--- config.mk ---
export PLATFORM = sky130hd
export DESIGN_NAME = scic_top
export DESIGN_NICKNAME = d
export VERILOG_FILES = /design/src/core/scic_pkg.sv /design/src/core/scic_top.sv
export SDC_FILE = /design/constraint.sdc
export NUM_CORES = 1
export LEC_CHECK = 0
export ABC_AREA = 1
export BUFFER_PORTS_ARGS = -buffer_cell sky130_fd_sc_hd__clkbuf_2
export CAP_MARGIN = 20
export CORE_MARGIN = 3
export CORE_UTILIZATION = 55
export DETAILED_ROUTE_END_ITERATION = 12
export HOLD_SLACK_MARGIN = 0.15
export PLACE_DENSITY = 0.77
export SLEW_MARGIN = 15
export SYNTH_ARGS = -nofsm -noshare
export SYNTH_HDL_FRONTEND = slang
export SYNTH_SLANG_ARGS = --single-unit
--- constraint.sdc ---
create_clock -name clk_sys_in -period 2.29 [get_ports clk_sys_in]
set_input_delay 0.1145 -clock clk_sys_in [delete_from_list [all_inputs] [get_ports clk_sys_in]]
set_output_delay 0.1145 -clock clk_sys_in [all_outputs]
set_load 0.01 [all_outputs]
--- src/core/scic_pkg.sv ---
/*
 * Package of the smart card interface control block: timing constants,
 * reset values, state encodings and the signal bundles shared by the design.
 * Assumes a 10 MHz system clock; all times are turned into cycle counts here.
 */
package scic_pkg;

	// ------------------------------------------------------------------
	// Clock and timing
	// ------------------------------------------------------------------
	localparam int CLK_FREQ_KHZ       = 10000;          // System clock, 10 MHz
	localparam int DEBOUNCE_TIME_US   = 8000;           // Insertion debounce, 8 ms
	localparam int DEBOUNCE_CYCLES    = (DEBOUNCE_TIME_US * CLK_FREQ_KHZ) / 1000;
	localparam int SEQ_STEP_TIME_US   = 50;             // Gap between sequence steps
	localparam int SEQ_STEP_CYCLES    = (SEQ_STEP_TIME_US * CLK_FREQ_KHZ) / 1000;
	localparam int STEP_CNT_W         = 16;             // Width of the step timer

	// ------------------------------------------------------------------
	// Line relay layout, reset values and divide codes
	// ------------------------------------------------------------------
	localparam int LINE_COUNT         = 3;              // Data, aux c4, aux c8
	localparam int LINE_DATA          = 0;              // Bit position of the data line
	localparam int LINE_AUX_C4        = 1;              // Bit position of aux c4
	localparam int LINE_AUX_C8        = 2;              // Bit position of aux c8
	localparam logic RST_OE_N         = 1'h1;           // Lines released after reset
	localparam logic RST_INT_N        = 1'h1;           // Interrupt inactive after reset
	localparam logic [1:0] DIV_BY_1   = 2'h0;           // Divide-select codes {b,a}
	localparam logic [1:0] DIV_BY_2   = 2'h1;
	localparam logic [1:0] DIV_BY_4   = 2'h2;
	localparam logic [1:0] DIV_BY_8   = 2'h3;

	// ------------------------------------------------------------------
	// Session sequencer states
	// ------------------------------------------------------------------
	typedef enum logic [2:0] {
		ST_IDLE     = 3'h0,   // Card unpowered
		ST_POWER    = 3'h1,   // Card supply on
		ST_DATA     = 3'h2,   // Serial lines enabled
		ST_CLOCK    = 3'h3,   // Card clock running
		ST_ACTIVE   = 3'h4,   // Reset follows host
		ST_D_RESET  = 3'h5,   // Deactivation: reset low
		ST_D_CLOCK  = 3'h6,   // Deactivation: clock stopped
		ST_D_DATA   = 3'h7    // Deactivation: lines released
	} scic_state_e;

	// Relay direction of one bidirectional line
	typedef enum logic [1:0] {
		RL_IDLE     = 2'h0,   // Nobody drives
		RL_HOST     = 2'h1,   // Host drives, copied to card
		RL_CARD     = 2'h2,   // Card drives, copied to host
		RL_SETTLE   = 2'h3    // Both released, wait for both high
	} scic_relay_e;

	// Host control pins and presence and supply monitors, sampled together
	typedef struct packed {
		logic       act_req_n;    // Activation request, active low
		logic       reset;        // Host reset level for the card
		logic       clock;        // Host clock
		logic [1:0] div_sel;      // {select_b, select_a}
		logic       sel_5v;       // High selects 5 V, low 3 V
		logic       det_low_n;    // Presence, card present when low
		logic       det_high;     // Presence, card present when high
		logic       overload;     // Card supply overload monitor
		logic       undervolt;    // Host supply below lockout
	} scic_ctrl_s;

endpackage

--- src/core/scic_top.sv ---
/*
 * Smart card interface control: activation and deactivation sequencing,
 * card clock division, reset relay, three bidirectional line relays,
 * presence debounce and the active-low interrupt.
 * Assumes every pin input is asynchronous to clk_sys_in and is synchronised
 * here; the analog supply, overload and lockout detectors are outside and
 * report as plain levels. Two-way lines are open drain: out plus oe_n.
 */
`timescale 1ns/100ps

module scic_top
	import scic_pkg::*;
#(
	parameter int DEBOUNCE_LEN = DEBOUNCE_CYCLES,   // Shorten for simulation
	parameter int STEP_LEN     = SEQ_STEP_CYCLES
) (
	// Clock and reset
	input  wire logic clk_sys_in,
	input  wire logic rst_n_in,
	// Host control pins
	input  wire logic activation_request_n_in,
	input  wire logic host_reset_in,
	input  wire logic host_clock_in,
	input  wire logic clock_divide_select_a_in,
	input  wire logic clock_divide_select_b_in,
	input  wire logic supply_voltage_select_in,
	// Presence and supply monitors
	input  wire logic card_detect_low_n_in,
	input  wire logic card_detect_high_in,
	input  wire logic supply_overload_in,
	input  wire logic undervoltage_in,
	// Host-side two-way lines
	input  wire logic host_data_line_in,
	output logic      host_data_line_out,
	output logic      host_data_line_oe_n_out,
	input  wire logic host_aux_c4_line_in,
	output logic      host_aux_c4_line_out,
	output logic      host_aux_c4_line_oe_n_out,
	input  wire logic host_aux_c8_line_in,
	output logic      host_aux_c8_line_out,
	output logic      host_aux_c8_line_oe_n_out,
	// Card-side two-way lines
	input  wire logic card_data_line_in,
	output logic      card_data_line_out,
	output logic      card_data_line_oe_n_out,
	input  wire logic card_aux_c4_line_in,
	output logic      card_aux_c4_line_out,
	output logic      card_aux_c4_line_oe_n_out,
	input  wire logic card_aux_c8_line_in,
	output logic      card_aux_c8_line_out,
	output logic      card_aux_c8_line_oe_n_out,
	// Card-side outputs
	output logic      card_clock_out,
	output logic      card_reset_out,
	output logic      card_supply_out,
	output logic      card_supply_5v_out,
	// Host interrupt
	output logic      interrupt_n_out
);

	// ------------------------------------------------------------------
	// Elaboration checks
	// ------------------------------------------------------------------
	if (DEBOUNCE_LEN < 1 || DEBOUNCE_LEN >= 2 ** 24) begin : g_bad_debounce
		$error("DEBOUNCE_LEN out of range");
	end
	if (STEP_LEN < 1 || STEP_LEN >= 2 ** STEP_CNT_W) begin : g_bad_step
		$error("STEP_LEN out of range");
	end

	// ------------------------------------------------------------------
	// Declarations
	// ------------------------------------------------------------------
	scic_ctrl_s                  ctrl_raw;
	scic_ctrl_s                  ctrl_meta;
	scic_ctrl_s                  ctrl;
	logic [LINE_COUNT-1:0]       host_raw;
	logic [LINE_COUNT-1:0]       card_raw;
	logic [LINE_COUNT-1:0]       host_meta;
	logic [LINE_COUNT-1:0]       card_meta;
	logic [LINE_COUNT-1:0]       host_lvl;
	logic [LINE_COUNT-1:0]       card_lvl;
	logic [LINE_COUNT-1:0]       host_oe_n;
	logic [LINE_COUNT-1:0]       card_oe_n;
	logic                        act_req_n_prev;
	logic                        host_clock_prev;
	logic                        raw_present;
	logic                        card_present;
	logic [23:0]                 debounce_cnt;
	scic_state_e                 state;
	scic_state_e                 next_state;
	logic [STEP_CNT_W-1:0]       step_cnt;
	logic                        step_done;
	logic                        request_edge;
	logic                        fault;
	logic                        fault_event;
	logic                        fault_latched;
	logic                        lines_enabled;
	logic                        clock_enabled;
	logic [1:0]                  div_cnt;
	logic                        host_clock_rise;

	// Half period, in host clock rising edges minus one, per divide code
	function automatic logic [1:0] div_half_last(input logic [1:0] sel);
		case (sel)
			DIV_BY_2: div_half_last = 2'h0;
			DIV_BY_4: div_half_last = 2'h1;
			DIV_BY_8: div_half_last = 2'h3;
			default:  div_half_last = 2'h0;
		endcase
	endfunction

	// ------------------------------------------------------------------
	// Input synchronisers
	// ------------------------------------------------------------------
	// Gather pins into bundles
	assign ctrl_raw = '{act_req_n: activation_request_n_in, reset: host_reset_in,
		clock: host_clock_in,
		div_sel: {clock_divide_select_b_in, clock_divide_select_a_in},
		sel_5v: supply_voltage_select_in, det_low_n: card_detect_low_n_in,
		det_high: card_detect_high_in, overload: supply_overload_in,
		undervolt: undervoltage_in};
	assign host_raw = {host_aux_c8_line_in, host_aux_c4_line_in, host_data_line_in};
	assign card_raw = {card_aux_c8_line_in, card_aux_c4_line_in, card_data_line_in};

	// Two flip-flops on every pin; lockout assumed active until sampled
	always_ff @(posedge clk_sys_in or negedge rst_n_in) begin
		if (!rst_n_in) begin
			ctrl_meta <= '{act_req_n: 1'h1, det_low_n: 1'h1, undervolt: 1'h1, default: 1'h0};
			ctrl      <= '{act_req_n: 1'h1, det_low_n: 1'h1, undervolt: 1'h1, default: 1'h0};
			host_meta <= '1;
			host_lvl  <= '1;
			card_meta <= '1;
			card_lvl  <= '1;
		end else begin
			ctrl_meta <= ctrl_raw;
			ctrl      <= ctrl_meta;
			host_meta <= host_raw;
			host_lvl  <= host_meta;
			card_meta <= card_raw;
			card_lvl  <= card_meta;
		end
	end

	// Previous levels for edge detection
	always_ff @(posedge clk_sys_in or negedge rst_n_in) begin
		if (!rst_n_in) begin
			act_req_n_prev  <= 1'h1;
			host_clock_prev <= 1'h0;
		end else begin
			act_req_n_prev  <= ctrl.act_req_n;
			host_clock_prev <= ctrl.clock;
		end
	end

	// ------------------------------------------------------------------
	// Card presence
	// ------------------------------------------------------------------
	assign raw_present = !ctrl.det_low_n || ctrl.det_high;

	// Insertion must hold for the debounce time; removal counts at once
	always_ff @(posedge clk_sys_in or negedge rst_n_in) begin
		if (!rst_n_in) begin
			debounce_cnt <= '0;
			card_present <= 1'h0;
		end else if (!raw_present) begin
			debounce_cnt <= '0;
			card_present <= 1'h0;
		end else if (!card_present) begin
			if (debounce_cnt == 24'(DEBOUNCE_LEN - 1)) begin
				card_present <= 1'h1;
			end else begin
				debounce_cnt <= debounce_cnt + 24'h1;
			end
		end
	end

	// ------------------------------------------------------------------
	// Session sequencer
	// ------------------------------------------------------------------
	assign request_edge = act_req_n_prev && !ctrl.act_req_n;
	assign fault        = !card_present || ctrl.overload || ctrl.undervolt;
	assign step_done    = (step_cnt == STEP_CNT_W'(STEP_LEN - 1));
	assign fault_event  = fault && (state != ST_IDLE);

	// Next state: steps advance on the step timer, faults and release unwind
	always_comb begin
		next_state = state;
		case (state)
			ST_IDLE: begin
				if (request_edge && !fault) begin
					next_state = ST_POWER;
				end
			end
			ST_POWER, ST_DATA, ST_CLOCK: begin
				if (fault || ctrl.act_req_n) begin
					next_state = ST_D_RESET;
				end else if (step_done) begin
					next_state = scic_state_e'(state + 3'h1);
				end
			end
			ST_ACTIVE: begin
				if (fault || ctrl.act_req_n) begin
					next_state = ST_D_RESET;
				end
			end
			ST_D_RESET, ST_D_CLOCK: begin
				if (step_done) begin
					next_state = scic_state_e'(state + 3'h1);
				end
			end
			ST_D_DATA: begin
				if (step_done) begin
					next_state = ST_IDLE;
				end
			end
			default: next_state = ST_IDLE;
		endcase
	end

	// State register and step timer
	always_ff @(posedge clk_sys_in or negedge rst_n_in) begin
		if (!rst_n_in) begin
			state    <= ST_IDLE;
			step_cnt <= '0;
		end else begin
			state    <= next_state;
			step_cnt <= (next_state != state || step_done) ? '0 : step_cnt + 1'h1;
		end
	end

	// Fault flag: set by an automatic deactivation, cleared when host lets go
	always_ff @(posedge clk_sys_in or negedge rst_n_in) begin
		if (!rst_n_in) begin
			fault_latched <= 1'h0;
		end else if (fault_event && !ctrl.act_req_n) begin          // Host release wins over a fault
			fault_latched <= 1'h1;
		end else if (ctrl.act_req_n) begin
			fault_latched <= 1'h0;
		end
	end

	// Lines and clock stay off whenever the card supply is off, even mid-unwind
	assign lines_enabled = (state >= ST_DATA) && (state != ST_D_DATA) && !ctrl.undervolt
		&& card_supply_out;
	assign clock_enabled = (state >= ST_CLOCK) && (state <= ST_D_RESET) && !ctrl.undervolt
		&& card_supply_out;

	// ------------------------------------------------------------------
	// Supply, reset and interrupt outputs
	// ------------------------------------------------------------------
	// Supply rises only in the power step, so a lockout cut stays off until the next session
	always_ff @(posedge clk_sys_in or negedge rst_n_in) begin
		if (!rst_n_in) begin
			card_supply_out    <= 1'h0;
			card_supply_5v_out <= 1'h0;
		end else begin
			card_supply_out <= (state == ST_POWER || (card_supply_out && state != ST_IDLE))
				&& !ctrl.undervolt;
			if (state == ST_IDLE) begin
				card_supply_5v_out <= ctrl.sel_5v;
			end
		end
	end

	// Reset follows host only once the session is fully up
	always_ff @(posedge clk_sys_in or negedge rst_n_in) begin
		if (!rst_n_in) begin
			card_reset_out <= 1'h0;
		end else begin
			card_reset_out <= (state == ST_ACTIVE) && !ctrl.undervolt && ctrl.reset;
		end
	end

	// Interrupt low on presence, overload or automatic deactivation
	always_ff @(posedge clk_sys_in or negedge rst_n_in) begin
		if (!rst_n_in) begin
			interrupt_n_out <= RST_INT_N;
		end else begin
			interrupt_n_out <= !(card_present || ctrl.overload || fault_latched);
		end
	end

	// ------------------------------------------------------------------
	// Card clock divider
	// ------------------------------------------------------------------
	assign host_clock_rise = ctrl.clock && !host_clock_prev;

	// Host clock is sampled, so it must stay well under half the system rate
	always_ff @(posedge clk_sys_in or negedge rst_n_in) begin
		if (!rst_n_in) begin
			card_clock_out <= 1'h0;
			div_cnt        <= 2'h0;
		end else if (!clock_enabled) begin
			card_clock_out <= 1'h0;
			div_cnt        <= 2'h0;
		end else if (ctrl.div_sel == DIV_BY_1) begin
			card_clock_out <= ctrl.clock;
		end else if (host_clock_rise) begin
			if (div_cnt == div_half_last(ctrl.div_sel)) begin
				card_clock_out <= !card_clock_out;
				div_cnt        <= 2'h0;
			end else begin
				div_cnt <= div_cnt + 2'h1;
			end
		end
	end

	// ------------------------------------------------------------------
	// Bidirectional line relays
	// ------------------------------------------------------------------
	for (genvar i = 0; i < LINE_COUNT; i++) begin : g_relay
		scic_relay_e dir;

		// Whoever pulls low first owns the line until it lets go
		always_ff @(posedge clk_sys_in or negedge rst_n_in) begin
			if (!rst_n_in) begin
				dir          <= RL_IDLE;
				host_oe_n[i] <= RST_OE_N;
				card_oe_n[i] <= RST_OE_N;
			end else if (!lines_enabled) begin
				dir          <= RL_IDLE;
				host_oe_n[i] <= RST_OE_N;
				card_oe_n[i] <= RST_OE_N;
			end else begin
				case (dir)
					RL_IDLE: begin
						if (!host_lvl[i]) begin
							dir          <= RL_HOST;
							card_oe_n[i] <= 1'h0;
						end else if (!card_lvl[i]) begin
							dir          <= RL_CARD;
							host_oe_n[i] <= 1'h0;
						end
					end
					RL_HOST: begin
						if (host_lvl[i]) begin
							dir          <= RL_SETTLE;
							card_oe_n[i] <= 1'h1;
						end
					end
					RL_CARD: begin
						if (card_lvl[i]) begin
							dir          <= RL_SETTLE;
							host_oe_n[i] <= 1'h1;
						end
					end
					RL_SETTLE: begin
						// Avoid echoing our own low back to its source
						if (host_lvl[i] && card_lvl[i]) begin
							dir <= RL_IDLE;
						end
					end
					default: dir <= RL_IDLE;
				endcase
			end
		end
	end

	// Open-drain drive: the output level is always low
	always_ff @(posedge clk_sys_in or negedge rst_n_in) begin
		if (!rst_n_in) begin
			host_data_line_out   <= 1'h0;
			host_aux_c4_line_out <= 1'h0;
			host_aux_c8_line_out <= 1'h0;
			card_data_line_out   <= 1'h0;
			card_aux_c4_line_out <= 1'h0;
			card_aux_c8_line_out <= 1'h0;
		end else begin
			host_data_line_out   <= 1'h0;
			host_aux_c4_line_out <= 1'h0;
			host_aux_c8_line_out <= 1'h0;
			card_data_line_out   <= 1'h0;
			card_aux_c4_line_out <= 1'h0;
			card_aux_c8_line_out <= 1'h0;
		end
	end

	// Enables come straight from the relay flip-flops
	assign host_data_line_oe_n_out   = host_oe_n[LINE_DATA];
	assign host_aux_c4_line_oe_n_out = host_oe_n[LINE_AUX_C4];
	assign host_aux_c8_line_oe_n_out = host_oe_n[LINE_AUX_C8];
	assign card_data_line_oe_n_out   = card_oe_n[LINE_DATA];
	assign card_aux_c4_line_oe_n_out = card_oe_n[LINE_AUX_C4];
	assign card_aux_c8_line_oe_n_out = card_oe_n[LINE_AUX_C8];

endmodule

==> summary.md <==
| Metric | Value |
|---|---|
| Gate power share | `about 6.4%` |
| Starting Density | `56.7%` |
| Max VDD drop | `0.328 mV` |
| Critical path type | `reg -> reg` |
| Layout cells sized above 1 | `between 20% and 30%` |
| Initial antenna violation count | `0` |
| Post-synth EDFFs | `0` |
| Register bit count reported by yosys | `98` |
| Multi-input gate area | `2450 um2` |
| Worst-path clk slew | `about 0.1 ns` |
| Slew HR | `between 60 and 70%` |
| Final setup viols | `13` |
| Clk sinks | `98` |
| Clk pwr share | `36.1%` |
| FILL cells | `749` |
| CTS tree | `built` |
| IO buf count | `28` |
| Finished Cell Area | `6110 um2` |
| Longest Clk Path Bufs | `2` |
| Power Density | `roughly 520 nW/um2` |
| Synth Instances | `592` |
| Worst Slack Setup Final | `-0.0630 ns` |
| FP Rows | `35` |
| Residual DRC | `0` |
| Commonest cells post-synth | `nand2_1, inv_1, dfrtp_1, nor2_1, o21ai_0` |
| NetSw | `0.801 mW` |
| Final Max Tran Viols | `0` |
| Hold slack | `0.257 ns` |
| Worst setup SP type | `register` |
| Vias in the first global route | `4,144` |
| Sw Share | `25.1%` |
| DRT Pass-1 Iters | `4` |
| Final hold viol count | `0` |
| Largest net degree at the start of global routing | `42` |
| Detail Placement HPWL | `7.79 mm` |
| Initial drt markers | `190` |
| TritonCTS Buffers | `9` |
| Static Leak | `2.79 nW` |
| Register share of total power | `57.5%` |
| Minimum clock period | `between 2 and 2.5 ns` |
| Post-synth top flop | `dfrtp_1` |
| Hold Crit Class | `in -> async` |
| Clk_lat worst skew | `0.37 ns` |
| Vias | `~4.1k` |
| Die width | `around 100 um` |
| RD Place Congestion | `0.885` |
| Vias per cell | `5.20` |
| Die ar. | `10,800 um2` |
| Proportion of netlist area held by the largest area contributor | `34.2%` |
| Warnings from Yosys | `0` |
| Die H | `104 um` |
| Critical path data arrival time | `about 2.7 ns` |
| Largest area contributor in the netlist | `dfrtp_1` |
| Netlist cell types | `48` |
| Synth area leaders | `dfrtp_1, dfstp_2, nand2_1` |
| Cell Area, Placed | `5610 um2` |
| Syn Std Cell Area | `5260 um2` |
| WL per Instance | `13.6 um` |
| Root Buffer Master | `clkbuf_8` |
| Layout Nets | `approximately 700` |
| Post-Syn Area per Cell | `8.89 um2` |
| Core Box Area | `9280 um2` |
| GR Util All Layers | `between 20% and 30%` |
| Global route overflow | `0` |
| # IOs | `35` |
| CTS H-Tree Depth | `3` |
| Fraction of registers with async set/reset | `100%` |
| Max cap viols | `0` |
| Internal power | `2.39 mW` |
| First-pass GRT wire length | `18.6 mm` |
| Crit Path Max Fanout | `8` |
| Register area | `2490 um2` |
| Status | `finished with violations` |
| RSZ-0062 raised after global routing | `yes` |
| Worst Tran Pin Value | `between 0.5 and 0.6 ns` |
| DRT Wirelength | `between 10 and 15 mm` |
| Failing checks | `negative setup slack` |
| WP data required | `2.59 ns` |
| Top-count cell post-synth | `nand2_1` |
| Achievable clock frequency | `425 MHz` |
| Sequential area share after synthesis | `47.2%` |
| Final Skew | `0.0136 ns` |
| Tcrit/Tclk final | `103%` |
| Diode count | `0` |
| Detail Route Antenna Nets | `0` |
| Syn-to-layout area delta | `16.1%` |
| Element type at the critical path end | `register` |
-- kinds of logic after synthesis --
| kind of cell | Yosys count | synth area share, % |
|---|---|---|
| simple gates | 274 | 26.5 |
| buf+inv | 99 | 8.06 |
| flops | 98 | 47.2 |
| compound gates | 71 | 8.40 |
| xor+xnor | 27 | 4.49 |
| fa+ha+maj | 21 | 4.99 |
| other cells | 1 | 0.0713 |
| mux | 1 | 0.214 |
-- per-layer routing --
| metal | share of wire, % | GRT usage (%) | vias to the layer above |
|---|---|---|---|
| li1 | - | - | 2063 |
| met1 | 44 | 26.9 | 1969 |
| met2 | 51 | 35.3 | 80 |
| met3 | 4.4 | 4.61 | 8 |
| met4 | 0.91 | 6.08 | 0 |
| met5 | 0 | 0 | - |
-- worst max-delay path, stage by stage, from the launching register on --
cell,delay (ns)
dfrtp_1,0.40
ha_2,0.20
inv_2,0.04
nor2_2,0.10
nand2_2,0.07
nor2_4,0.15
nand2_4,0.08
ha_4,0.16
nand2_2,0.07
o21ai_2,0.06
nor2_2,0.13
nand3_2,0.11
nand3_2,0.10
nand2_2,0.07
nor2_4,0.12
nand4_4,0.12
clkbuf_16,0.21
nor2_4,0.10
-- path summary, 6_finish.rpt --
| kind | slack, ns | end | cells after the start | startpoint |
|---|---|---|---|---|
| min in group clk_sys_in | 0.35 | ctrl[1] | 0 | ctrl_meta[1] |
| setup / recovery | -0.06 | step_cnt[10] | 17 | step_cnt[0] |
| hold / removal | 0.26 | g_relay[2].dir[0] | 2 | rst_n_in |
| max in group asynchronous | 1.23 | ctrl_meta[3] | 3 | rst_n_in |
| hold reg to reg | 0.35 | ctrl[1] | 0 | ctrl_meta[1] |
| setup reg to reg | -0.06 | step_cnt[10] | 17 | step_cnt[0] |
-- what timing repair did --
action / 4_1_cts / 5_1_grt
resized for setup: 0 / 22
endpoints found under the hold margin: 55 / 0
setup buffers: 0 / 2
endpoints found under the setup margin: 0 / 17
hold buffers: 17 / 0
-- per-stage QoR --
step	TNS, ns	instances	power, mW	utilization, %	setup WS (ns)
6_report	-0.471	792	3.20	65.8	-0.0630
3_5_place_dp	0	756	2.05	60.4	0.0299
2_1_floorplan	0	597	1.96	-	0.119
5_1_grt	-2.64	792	3.35	65.8	-0.204
4_1_cts	0	789	3.23	64.6	0.00977
3_3_place_gp	0	756	2.03	60.4	0.103
-- layout make-up --
type,count,area share [%]
multi-input combinational,400,40.0
timing repair buffer,64,7.94
sequential,98,40.7
clock inverter,7,1.45
tap,129,2.64
clock buffer,9,2.03
inverter,85,5.22
-- state kept, by name (all words and copies together) (netlist names), 2 cells and up --
signal / count
debounce_cnt: 24
state: 3
ctrl: 10
card_lvl: 3
ctrl_meta: 10
div_cnt: 2
host_lvl: 3
host_meta: 3
card_meta: 3
step_cnt: 16
g_relay.dir: 6
-- cell usage in the layout (no fill, tap or decap), drive strengths merged, types with 5 or more instances in the layout --
cell	instances
clkbuf	37
dfstp	26
dfrtp	72
or2	5
nand2	119
dlygate4sd3	17
conb	6
inv	85
nor4	5
nand3	32
nor3	15
nor2	70
xor2	23
o21ai	32
buf	19
a21oi	9
ha	21
nand4	27
o31ai	11
clkinv	5
-- power groups by stage --
stage               clock (mW)  combinational, mW  sequential [mW]
finish                    1.15              0.205             1.84
global route              1.27              0.235             1.85
CTS                       1.20              0.201             1.84
detailed placement           0              0.177             1.87
global placement             0              0.168             1.87
floorplan                    0              0.104             1.86
(Power assumes the default switching activity.)
